**config.mk**
```make
export PLATFORM = sky130hd
export DESIGN_NAME = tfc_thermo_comp
export DESIGN_NICKNAME = d
export VERILOG_FILES = /design/src/rtl/tfc_pkg.sv /design/src/rtl/tfc_thermo_comp.sv
export VERILOG_INCLUDE_DIRS = /design/src /design/src/rtl
export SDC_FILE = /design/constraint.sdc
export NUM_CORES = 1
export LEC_CHECK = 0
export BUFFER_PORTS_ARGS = -buffer_cell sky130_fd_sc_hd__buf_2
export CAP_MARGIN = 20
export CORE_ASPECT_RATIO = 0.5
export CORE_MARGIN = 3
export CORE_UTILIZATION = 60
export DETAILED_ROUTE_END_ITERATION = 12
export PLACE_DENSITY = 0.78
export SYNTH_ARGS = -nofsm -noshare
export SYNTH_HDL_FRONTEND = slang
export SYNTH_SLANG_ARGS = --single-unit
```
**constraint.sdc**
```tcl
create_clock -name mclk -period 15.4 [get_ports mclk]
set_input_delay 0 -clock mclk [delete_from_list [all_inputs] [get_ports mclk]]
set_output_delay 0 -clock mclk [all_outputs]
set_load 0.1 [all_outputs]
```
**src/rtl/tfc_map.svh**
```systemverilog
// Register offsets, field positions, reset values and timing counts of the
// thermometer and frequency compensation block. Definitions only.
`ifndef TFC_MAP_SVH
`define TFC_MAP_SVH

// Register offsets on the serial host port
`define TFC_OFS_TEMP_READING     8'h20
`define TFC_OFS_CTRL             8'h30
`define TFC_OFS_OFFSET_CAL       8'h31
`define TFC_OFS_QUAD_COEF_CAL    8'h32
`define TFC_OFS_TURNOVER_CAL     8'h33

// Control register fields
`define TFC_CTRL_SCAN_SEL_BIT    0
`define TFC_CTRL_THERMO_EN_BIT   1

// Crystal offset register fields
`define TFC_OFFSET_DIR_BIT       7
`define TFC_OFFSET_MAG_MSB       6

// Turnover register field width and the degree shift of its encoding
`define TFC_TURNOVER_MSB         5
`define TFC_TURNOVER_SHIFT_C     64
`define TFC_TEMP_ZERO_CODE       8'h3C

// Reset values (calibration registers come up blank until loaded)
`define TFC_RST_TEMP_READING     8'h00
`define TFC_RST_CTRL             8'h00
`define TFC_RST_OFFSET_CAL       8'h00
`define TFC_RST_QUAD_COEF_CAL    8'h00
`define TFC_RST_TURNOVER_CAL     8'h00

// Timing in reference ticks
`define TFC_REF_HZ               32768
`define TFC_COMP_PERIOD_S        32
`define TFC_SCAN_FAST_S          1
`define TFC_SCAN_SLOW_S          16
`define TFC_COMP_PERIOD_TICKS    (`TFC_COMP_PERIOD_S * `TFC_REF_HZ)
`define TFC_SCAN_FAST_TICKS      (`TFC_SCAN_FAST_S * `TFC_REF_HZ)
`define TFC_SCAN_SLOW_TICKS      (`TFC_SCAN_SLOW_S * `TFC_REF_HZ)
`define TFC_QUAD_SCALE_SHIFT     12

`endif

```
**src/rtl/tfc_pkg.sv**
```systemverilog
// Types of the thermometer and frequency compensation block.
// Assumes tfc_map.svh for all numeric constants.
package tfc_pkg;

  // Host register port request
  typedef struct packed {
    logic       wr;
    logic [7:0] addr;
    logic [7:0] wdata;
  } tfc_reg_req_t;

  // Whole block state, registered in one process
  typedef struct packed {
    logic               osc_s1;
    logic               osc_s2;
    logic               osc_prev;
    logic               lv_s1;
    logic               lv_s2;
    logic [7:0]         sens_s1;
    logic [7:0]         sens_s2;
    logic [7:0]         temp_reading;
    logic [7:0]         ctrl;
    logic [7:0]         offset_cal;
    logic [7:0]         quad_coef_cal;
    logic [7:0]         turnover_cal;
    logic [23:0]        scan_cnt;
    logic [23:0]        period_cnt;
    logic [23:0]        spread_acc;
    logic signed [15:0] comp_value;
    logic [1:0]         insert_pend;
    logic               comp_tick;
    logic               corr_add;
    logic               corr_sub;
    logic [7:0]         rdata;
  } tfc_state_t;

endpackage

```
**src/rtl/tfc_thermo_comp.sv**
```systemverilog
// Thermometer scheduling and pulse-based frequency compensation.
// Assumes an asynchronous 32.768 kHz oscillator pin, an 8-bit sensor code pin
// and a low-voltage flag pin, all synchronised here to mclk (10 MHz).
//
// Summary of operation
// - Correct time by inserting or suppressing single reference pulses, never retuning.
// - One compensation period spans 32 seconds of reference ticks.
// - Control bit 1 at 30h enables measurement; cleared stops it.
// - Scan select 0 measures every second, 1 every 16 seconds.
// - Scan select sits at bit 0 of the control register.
// - Measurement stored unsigned at 20h; 0 is -60 degrees, 250 is +190.
// - One degree per code step; zero degrees reads 3Ch.
// - Low-voltage flag stops measurement and freezes the last code.
// - Compensation keeps running on the frozen reading during low voltage.
// - Offset bit 7 gives direction: 0 crystal slow, 1 crystal fast.
// - Offset bits 6..0 hold magnitude, valid 0 to 121.
// - Offset cancels turnover error; value is ppm times 1.05.
// - Register 32h holds unsigned quadratic coefficient for parabolic drift.
// - Register 33h bits 5..0 hold turnover, valid 4 to 67.
`timescale 1ns/1ps
`default_nettype none
`include "tfc_map.svh"

module tfc_thermo_comp #(
  parameter int unsigned COMP_PERIOD_TICKS = `TFC_COMP_PERIOD_TICKS,
  parameter int unsigned SCAN_FAST_TICKS   = `TFC_SCAN_FAST_TICKS,
  parameter int unsigned SCAN_SLOW_TICKS   = `TFC_SCAN_SLOW_TICKS
) (
  // Clock, reset, enable
  input  wire logic                 mclk,
  input  wire logic                 sys_rst,
  input  wire logic                 ce,
  // Pins from the analog side
  input  wire logic                 osc_ref_in,
  input  wire logic [7:0]           sensor_code,
  input  wire logic                 low_voltage_flag_1,
  // Host register port
  input  wire tfc_pkg::tfc_reg_req_t reg_req,
  output logic [7:0]                reg_rdata,
  // Compensated reference to the divider chain
  output logic                      comp_tick,
  output logic signed [15:0]        comp_value,
  output logic                      corr_add,
  output logic                      corr_sub
);

  // Counters are 24 bits wide; tick counts above 2^24 - 1 would be cut
  localparam logic [23:0] PERIOD_T = COMP_PERIOD_TICKS[23:0];
  localparam logic [23:0] FAST_T   = SCAN_FAST_TICKS[23:0];
  localparam logic [23:0] SLOW_T   = SCAN_SLOW_TICKS[23:0];

  // Correction clocks per period; positive means add clocks
  // Turnover in code units is 64 plus the field, as codes start at -60 degrees
  // One correction per period is worth about 1 ppm, so the offset adds directly
  function automatic logic signed [15:0] calc_comp(input logic [7:0] temp,
                                                   input logic [7:0] offs,
                                                   input logic [7:0] coef,
                                                   input logic [7:0] turn);
    logic signed [9:0]  dt;
    logic [8:0]         adt;
    logic [17:0]        sq;
    logic [25:0]        prod;
    logic signed [15:0] drift;
    logic signed [15:0] mag;
    dt    = $signed({2'b00, temp}) - 10'sd`TFC_TURNOVER_SHIFT_C
            - $signed({4'h0, turn[`TFC_TURNOVER_MSB:0]});
    adt   = dt[9] ? 9'(-dt) : dt[8:0];
    sq    = 18'(adt * adt);
    prod  = 26'(sq * coef);
    // Scaled square of a far-off reading needs 12 bits; keep all 14 above the cut
    drift = $signed({2'b00, prod[`TFC_QUAD_SCALE_SHIFT +: 14]});
    mag   = $signed({9'h000, offs[`TFC_OFFSET_MAG_MSB:0]});
    // A slow crystal and the always-slow parabola both need added clocks
    calc_comp = offs[`TFC_OFFSET_DIR_BIT] ? drift - mag : drift + mag;
  endfunction

  tfc_pkg::tfc_state_t st;
  tfc_pkg::tfc_state_t next_st;

  always_comb begin
    logic        ref_edge;
    logic        scan_due;
    logic        period_end;
    logic [23:0] scan_limit;
    logic [24:0] acc_sum;
    logic [15:0] abs_comp;
    next_st    = st;
    ref_edge   = 1'b0;
    scan_due   = 1'b0;
    period_end = 1'b0;
    scan_limit = FAST_T;
    acc_sum    = 25'h0000000;
    abs_comp   = 16'h0000;

    // Each pin passes two flops; logic reads the second stage, plus osc_prev for the oscillator edge
    // Limitation: the sensor word has no handshake, so the analog side must
    // hold it steady for a few clocks around each scan
    next_st.osc_s1   = osc_ref_in;
    next_st.osc_s2   = st.osc_s1;
    next_st.osc_prev = st.osc_s2;
    next_st.lv_s1    = low_voltage_flag_1;
    next_st.lv_s2    = st.lv_s1;
    next_st.sens_s1  = sensor_code;
    next_st.sens_s2  = st.sens_s1;
    // Rising edge of the synchronised oscillator is one reference tick
    ref_edge         = st.osc_s2 & ~st.osc_prev;
    next_st.comp_tick = 1'b0;
    next_st.corr_add  = 1'b0;
    next_st.corr_sub  = 1'b0;

    // Host writes; a scan in the same cycle overrides the temperature
    if (reg_req.wr) begin
      case (reg_req.addr)
        `TFC_OFS_TEMP_READING:  next_st.temp_reading  = reg_req.wdata;
        `TFC_OFS_CTRL:          next_st.ctrl          = reg_req.wdata;
        `TFC_OFS_OFFSET_CAL:    next_st.offset_cal    = reg_req.wdata;
        `TFC_OFS_QUAD_COEF_CAL: next_st.quad_coef_cal = reg_req.wdata;
        `TFC_OFS_TURNOVER_CAL:  next_st.turnover_cal  = reg_req.wdata;
        default: begin
        end
      endcase
    end

    // Read data follows the address every cycle; there is no read strobe
    case (reg_req.addr)
      `TFC_OFS_TEMP_READING:  next_st.rdata = st.temp_reading;
      `TFC_OFS_CTRL:          next_st.rdata = st.ctrl;
      `TFC_OFS_OFFSET_CAL:    next_st.rdata = st.offset_cal;
      `TFC_OFS_QUAD_COEF_CAL: next_st.rdata = st.quad_coef_cal;
      `TFC_OFS_TURNOVER_CAL:  next_st.rdata = st.turnover_cal;
      default:                next_st.rdata = 8'h00;
    endcase

    if (st.ctrl[`TFC_CTRL_SCAN_SEL_BIT]) begin
      scan_limit = SLOW_T;
    end

    if (ref_edge) begin
      // Scan timer free-runs so the interval stays regular when re-enabled
      if (st.scan_cnt >= scan_limit - 24'h000001) begin
        next_st.scan_cnt = 24'h000000;
        scan_due         = 1'b1;
      end else begin
        next_st.scan_cnt = st.scan_cnt + 24'h000001;
      end
      if (st.period_cnt == PERIOD_T - 24'h000001) begin
        next_st.period_cnt = 24'h000000;
        period_end         = 1'b1;
      end else begin
        next_st.period_cnt = st.period_cnt + 24'h000001;
      end

      // Spread the period's corrections evenly over its ticks
      // rather than bunching them, so each second carries its share
      abs_comp = st.comp_value[15] ? 16'(-st.comp_value) : 16'(st.comp_value);
      acc_sum  = {1'b0, st.spread_acc} + {9'h000, abs_comp};
      next_st.comp_tick = 1'b1;
      if (acc_sum >= {1'b0, PERIOD_T}) begin
        next_st.spread_acc = 24'(acc_sum - {1'b0, PERIOD_T});
        if (st.comp_value[15]) begin
          next_st.comp_tick = 1'b0;
          next_st.corr_sub  = 1'b1;
        end else if (st.comp_value != 16'sh0000) begin
          next_st.insert_pend = 2'h2;
          next_st.corr_add    = 1'b1;
        end
      end else begin
        next_st.spread_acc = acc_sum[23:0];
      end
    end

    // Extra tick with one idle cycle so the divider sees a separate pulse
    // A pending insertion lasts two cycles, well inside one reference tick
    if (st.insert_pend == 2'h2) begin
      next_st.insert_pend = 2'h1;
    end else if (st.insert_pend == 2'h1) begin
      next_st.insert_pend = 2'h0;
      next_st.comp_tick   = 1'b1;
    end

    // Measurement suspended under low voltage; reading stays frozen
    if (scan_due && st.ctrl[`TFC_CTRL_THERMO_EN_BIT] && !st.lv_s2) begin
      next_st.temp_reading = st.sens_s2;
    end

    // New value each period from whatever the register holds, frozen or not
    if (period_end) begin
      next_st.comp_value = calc_comp(st.temp_reading, st.offset_cal,
                                     st.quad_coef_cal, st.turnover_cal);
      next_st.spread_acc = 24'h000000;
    end
  end

  // A low enable freezes everything, synchronisers included, so a stalled
  // clock never shows a false reference edge when it resumes
  always_ff @(posedge mclk or posedge sys_rst) begin
    if (sys_rst) begin
      st               <= '0;
      st.temp_reading  <= `TFC_RST_TEMP_READING;
      st.ctrl          <= `TFC_RST_CTRL;
      st.offset_cal    <= `TFC_RST_OFFSET_CAL;
      st.quad_coef_cal <= `TFC_RST_QUAD_COEF_CAL;
      st.turnover_cal  <= `TFC_RST_TURNOVER_CAL;
    end else if (ce) begin
      st <= next_st;
    end
  end

  // Outputs come straight from the state register
  assign reg_rdata  = st.rdata;
  assign comp_tick  = st.comp_tick;
  assign comp_value = st.comp_value;
  assign corr_add   = st.corr_add;
  assign corr_sub   = st.corr_sub;

endmodule

`default_nettype wire

```
Yosys cells after proc, flatten, opt, wreduce, memory -nomap -nowiden
Cells that the tools add are included.
- add/sub/neg operators: 11
- bitwise gates (word level): 2
- $lt $le $gt $ge: 2
- eq/ne operators: 9
- multiply operators: 2
- reduce and logical (&&, ||, !) cells: 19
- muxes and demuxes: 32
- operators by type and width (operator ; count):
    $mux W24 ; 4
    $mux W40 ; 2
    $add A24 B1 Y24 const B ; 2
    $mux W8 ; 6
    $eq A8 B6 Y1 const B ; 5
    $pmux W8 S5 ; 1
    $mux W16 ; 2
    $mul A18 B8 Y26 ; 1
    $add A24 B16 Y25 ; 1
    $ge A25 B21 Y1 const B ; 1
    $eq A24 B20 Y1 const B ; 1
    $ge A24 B24 Y1 ; 1
    $sub A24 B1 Y24 const B ; 1
    $sub A24 B21 Y24 const B ; 1
    $mux W20 ; 1
    $mul A9 B9 Y18 ; 1
    $neg A16 Y16 ; 1
    $reduce_bool A16 Y1 ; 1
    $add A14 B7 Y15 ; 1
    $reduce_and A3 Y1 ; 5
    $sub A14 B7 Y15 ; 1
    $mux W5 ; 2
    $sub A9 B7 Y10 ; 1
    $mux W1 ; 9
    16 further kinds ; 25
- bits of input ports: 30
- register bits after elaboration: 162
- output and inout bits: 27
- word-level logic and storage cells: 98

Longest topological paths before layout
- word-level depth: 9
- gate-level depth with buffers: 53
- depth with buffers taken out: 52

Least setup slack after synthesis
No wires, ideal clock.
- path type: register to register
- start: register st[133] (netlist bit)
- end: register st (netlist bit comp_value[13])
- required time: 15.278 ns
- arrival: 11.643 ns
- period minus slack after synthesis: 11.766 ns
- setup time: 0.122 ns
- path buffers: 1
- cell stages (with the launch flop): 50
- setup slack: 3.634 ns
- path through: dfrtp_1 > inv_1 > ha_1 > inv_1 > fa_1 > a21o_1 > a21oi_1 > xnor2_1 > o21ai_1 > or2_2 > o31ai_1 > xor2_1 > or2_2 > fa_1 > inv_1 > fa_1 > inv_1 > fa_1 > [14 not listed] > inv_1 > fa_1 > inv_1 > ha_1 > a21o_1 > a31oi_1 > a21boi_1 > or2_2 > a21oi_1 > xnor2_1 > ha_1 > clkbuf_1 > a211o_1 > a311oi_1 > or3b_1 > o32ai_2 > xor2_1 > o21ai_1
- cells in the longest elaborated chain, start to end: 8
- elaborated cells on any way between the ends: 9
- classes of those cells: add/sub (5); mul (2); mux (2)
- RTL lines (element ; RTL line ; text):
    start, declared ; tfc_thermo_comp.sv:77 ; tfc_pkg::tfc_state_t st;
    start signal, assigned ; tfc_thermo_comp.sv:205 ; st <= next_st;
    $sub A8 B7 Y9 (no line) (*) ; -- ;
    $sub A9 B7 Y10 (*) ; tfc_thermo_comp.sv:65 ; dt = $signed({2'b00, temp}) - 10'sd`TFC_TURNOVER_SHIFT_C
    $neg A9 Y9 ; tfc_thermo_comp.sv:67 ; adt = dt[9] ? 9'(-dt) : dt[8:0];
    $mux W9 (*) ; tfc_thermo_comp.sv:67 ;
    $mul A9 B9 Y18 (*) ; tfc_thermo_comp.sv:68 ; sq = 18'(adt * adt);
    $mul A18 B8 Y26 (*) ; tfc_thermo_comp.sv:69 ; prod = 26'(sq * coef);
    $add A14 B7 Y15 or $sub A14 B7 Y15 (tied branches) ; tfc_thermo_comp.sv:74 ; calc_comp = offs[`TFC_OFFSET_DIR_BIT] ? drift - mag : drift + mag;
    $mux W16 (*) ; tfc_thermo_comp.sv:74 ;
Every way passes the cells marked *; elsewhere a longest branch is shown, timed or not.
A chain may end at the register's enable or synchronous reset.

Worst setup path after layout
Same ends and word-level chain as after synthesis.

==> out/qor.csv <==
metric,value,unit
TritonCTS clock tree,yes,
area delta synth->final,7.34,%
Final HPWL DP,27200,µm
cell taking the most area after synthesis,dfrtp_1,
syn_nets,2048,
fin nets,2070,
LEAKAGE,8.72,nW
fin crit share,0.839,
post-route ant nets,0,
largest fanout on the critical path,10,
largest family of logic cells by synthesized area,adder cells,
clock root buffer master,clkbuf_16,
pwr/cell area,78.6,nW/µm²
sequential fraction of the synthesis area,0.250,
"Setup violations, final",0,
IO Pins,57,
largest net degree at the start of global routing,87,
Clock Pin Slew Worst Setup and Hold Paths,70,ps
CP Launch Type,flop,
H-tree levels,4,
first-pass GRT wire length,62000,µm
post-CTS setup buffers,0,
Post-Route WL,36500,µm
Rows,41,
Finished Cell Area,17400,µm²
Post-Synth XOR/XNOR Area,0.0624,
vias in the first global route,12569,
outcome,completed,
Initial Util,0.627,
Placer Congestion,0.909,
largest cells by area after synthesis,"dfrtp_1 25%, fa_1 15%, ha_1 9.9%, inv_1 4.8%, nand2_1 3.9%",
Clock Latency Late Sink,430,ps
endpoints failing hold,0,
Main synth FF type,dfrtp_1,
post-synthesis cell type count,98,
Finished Core Util,0.673,
CP Capture Type,flop,
RSZ-0062 raised after global routing,false,
Syn Inst Count,1765,
crit-path max cell delay,600,ps
drt pass-1 iters,9,
Post-synth EDFFs,0,
Setup CP Type,reg -> reg,
die height,122,µm
sequential cell area,4050,µm²
Worst Max-Slew Pin Slew,933,ps
Placed Area,16600,µm²
relative max-transition margin,0.374,
DR iter-0 viols,982,
Synth Area per Inst,9.20,µm²
antenna cells,0,
Synth Cell Area,16200,µm²
max_cap viols,0,
asr flop ratio synth,1.00,
multi-input logic area,11000,µm²
TritonCTS buffer count,17,
share of the synthesized area in the top cell type,0.250,
DR vias/cell,5.81,
Global Route Usage Sum,0.261,
number of buffers added on ports,56,
initial antenna violation count,0,
post-synthesis compound-gate area fraction,0.136,
total global routing overflow,0,
Worst EP required,15710,ps
final slew viol count,0,
Layout Skew,18.1,ps
# DRC,0,
"Largest delay share family, worst path",adder cells,
worst hold slack,155,ps
Crit path buffers/inverters,8,
mux contribution to synthesized area,0.0445,
post-DR wirelength/cell,17.0,µm
Final Critical Period,12930,ps
Via Count,12459,
synth warn,0,
Design Power,1.37,mW
filler cell count,2030,
"slowest stage cell, crit path",xor2_1,
area of the die,29200,µm²
Hold Path Class,in -> reg,
setup_tns,0,ps
#FFs+latches synth,162,
maximum buffer depth of the clock tree,2,
maximum vdd drop,0.0663,mV
simple-gate share of the synthesized area,0.179,
clock sink total,162,
WP data arrival,13230,ps
Post-Synth Adder-Cell Area,0.253,
layout cells sized above 1,0.112,
die width,239,µm
fmax,77.4,MHz
core area,25900,µm²
cell usage after synthesis, drive strengths merged (7+ instances only):
library cell	count
a21o	21
o2bb2ai	10
nand2	171
o31ai	13
a222oi	8
and3	27
buf	36
nor2	101
xnor2	70
o21a	14
mux2i	10
o21bai	10
o21ai	71
nor2b	20
ha	128
nand3	48
clkbuf	43
a21oi	60
nor3	28
or2	16
xor2	44
mux2	55
a31oi	13
nand4	12
and2	91
nand2b	18
fa	125
dfrtp	162
nor4	10
a211oi	7
inv	208
a22o	20
registers in the layout, summed over array words and instances (netlist names):
register	flops
st	124
comp_value	16
next_st	11
reg_rdata	8
comp_tick	1
corr_add	1
corr_sub	1
cells by family after synthesis:
kind of cell / Yosys count
flip-flops: 162
buffers and inverters: 289
AND/OR/NAND/NOR: 573
XOR/XNOR: 114
multiplexers: 65
adder cells (fa/ha/maj): 254
AO/OA/AOI/OAI: 308
power by group:
part           switching [mW]  leakage [nW]  internal (mW)  total, mW
logic                   0.273          6.29          0.164      0.437
registers              0.0303          2.13          0.454      0.485
clock network           0.188         0.300          0.262      0.449
total                   0.491          8.72          0.880       1.37
path summary, 6_finish.rpt:
check | to | depth (start not counted) | slack [ps] | start
worst min register to register | st[76] | 1 | 460 | st[76]
max in group asynchronous | comp_value[2] | 5 | 14070 | sys_rst
worst min-delay path | reg_rdata[5] | 4 | 150 | reg_req[9]
worst max register to register | comp_value[13] | 49 | 2470 | st[133]
min in group asynchronous | st[99] | 3 | 260 | sys_rst
worst max-delay path | comp_value[13] | 49 | 2470 | st[133]
what timing repair did:
| item | in CTS | in global routing |
|---|---|---|
| endpoints found under the setup margin | 0 | 0 |
| hold endpoints to repair | 121 | 0 |
| resized for setup | 0 | 0 |
| hold buffers | 20 | 0 |
layout by cell type, fill, tap and decap left out, types with 19 or more instances in the layout:
cell type and count:
a22o_1 20, nand3_1 47, fa_1 125, a21o_1 19
and2_1 89, o21ai_0 62, inv_1 207, a21oi_1 60
dlygate4sd3_1 20, xnor2_1 68, mux2_2 54, xor2_1 44
nor2_1 101, nor2b_1 20, nor3_1 28, and3_1 24
nand2_1 170, dfrtp_1 162, ha_1 128, buf_2 56
stage by stage:
| stage | worst slack (ps) | instances |
|---|---|---|
| detailed placement | 2620 | 2090 |
| global placement | 2950 | 2090 |
| finish | 2470 | 2144 |
| floorplan | 3630 | 1765 |
| CTS | 2580 | 2142 |
| global route | 1750 | 2144 |
routing by layer:
| layer | up-vias | track usage | share of wire |
|---|---|---|---|
| met5 | - | 0 | 0 |
| met4 | 0 | 0.0611 | 0.014 |
| met3 | 45 | 0.0465 | 0.052 |
| met2 | 327 | 0.437 | 0.47 |
| met1 | 6113 | 0.358 | 0.46 |
| li1 | 5974 | - | - |
final cells by class:
type,count,share of cell area
well taps,344,0.0247
multi-input cells,1314,0.630
inverters,209,0.0453
clock inverters,14,0.0114
repair buffers,83,0.0317
flip-flops and latches,162,0.232
clock buffers,18,0.0246
tightest hold or removal path, cell delays in order:
cell and delay [ps]:
buf_2 210, a22o_1 160, a222oi_1 60, o2bb2ai_1 120
(Power assumes the default switching activity.)
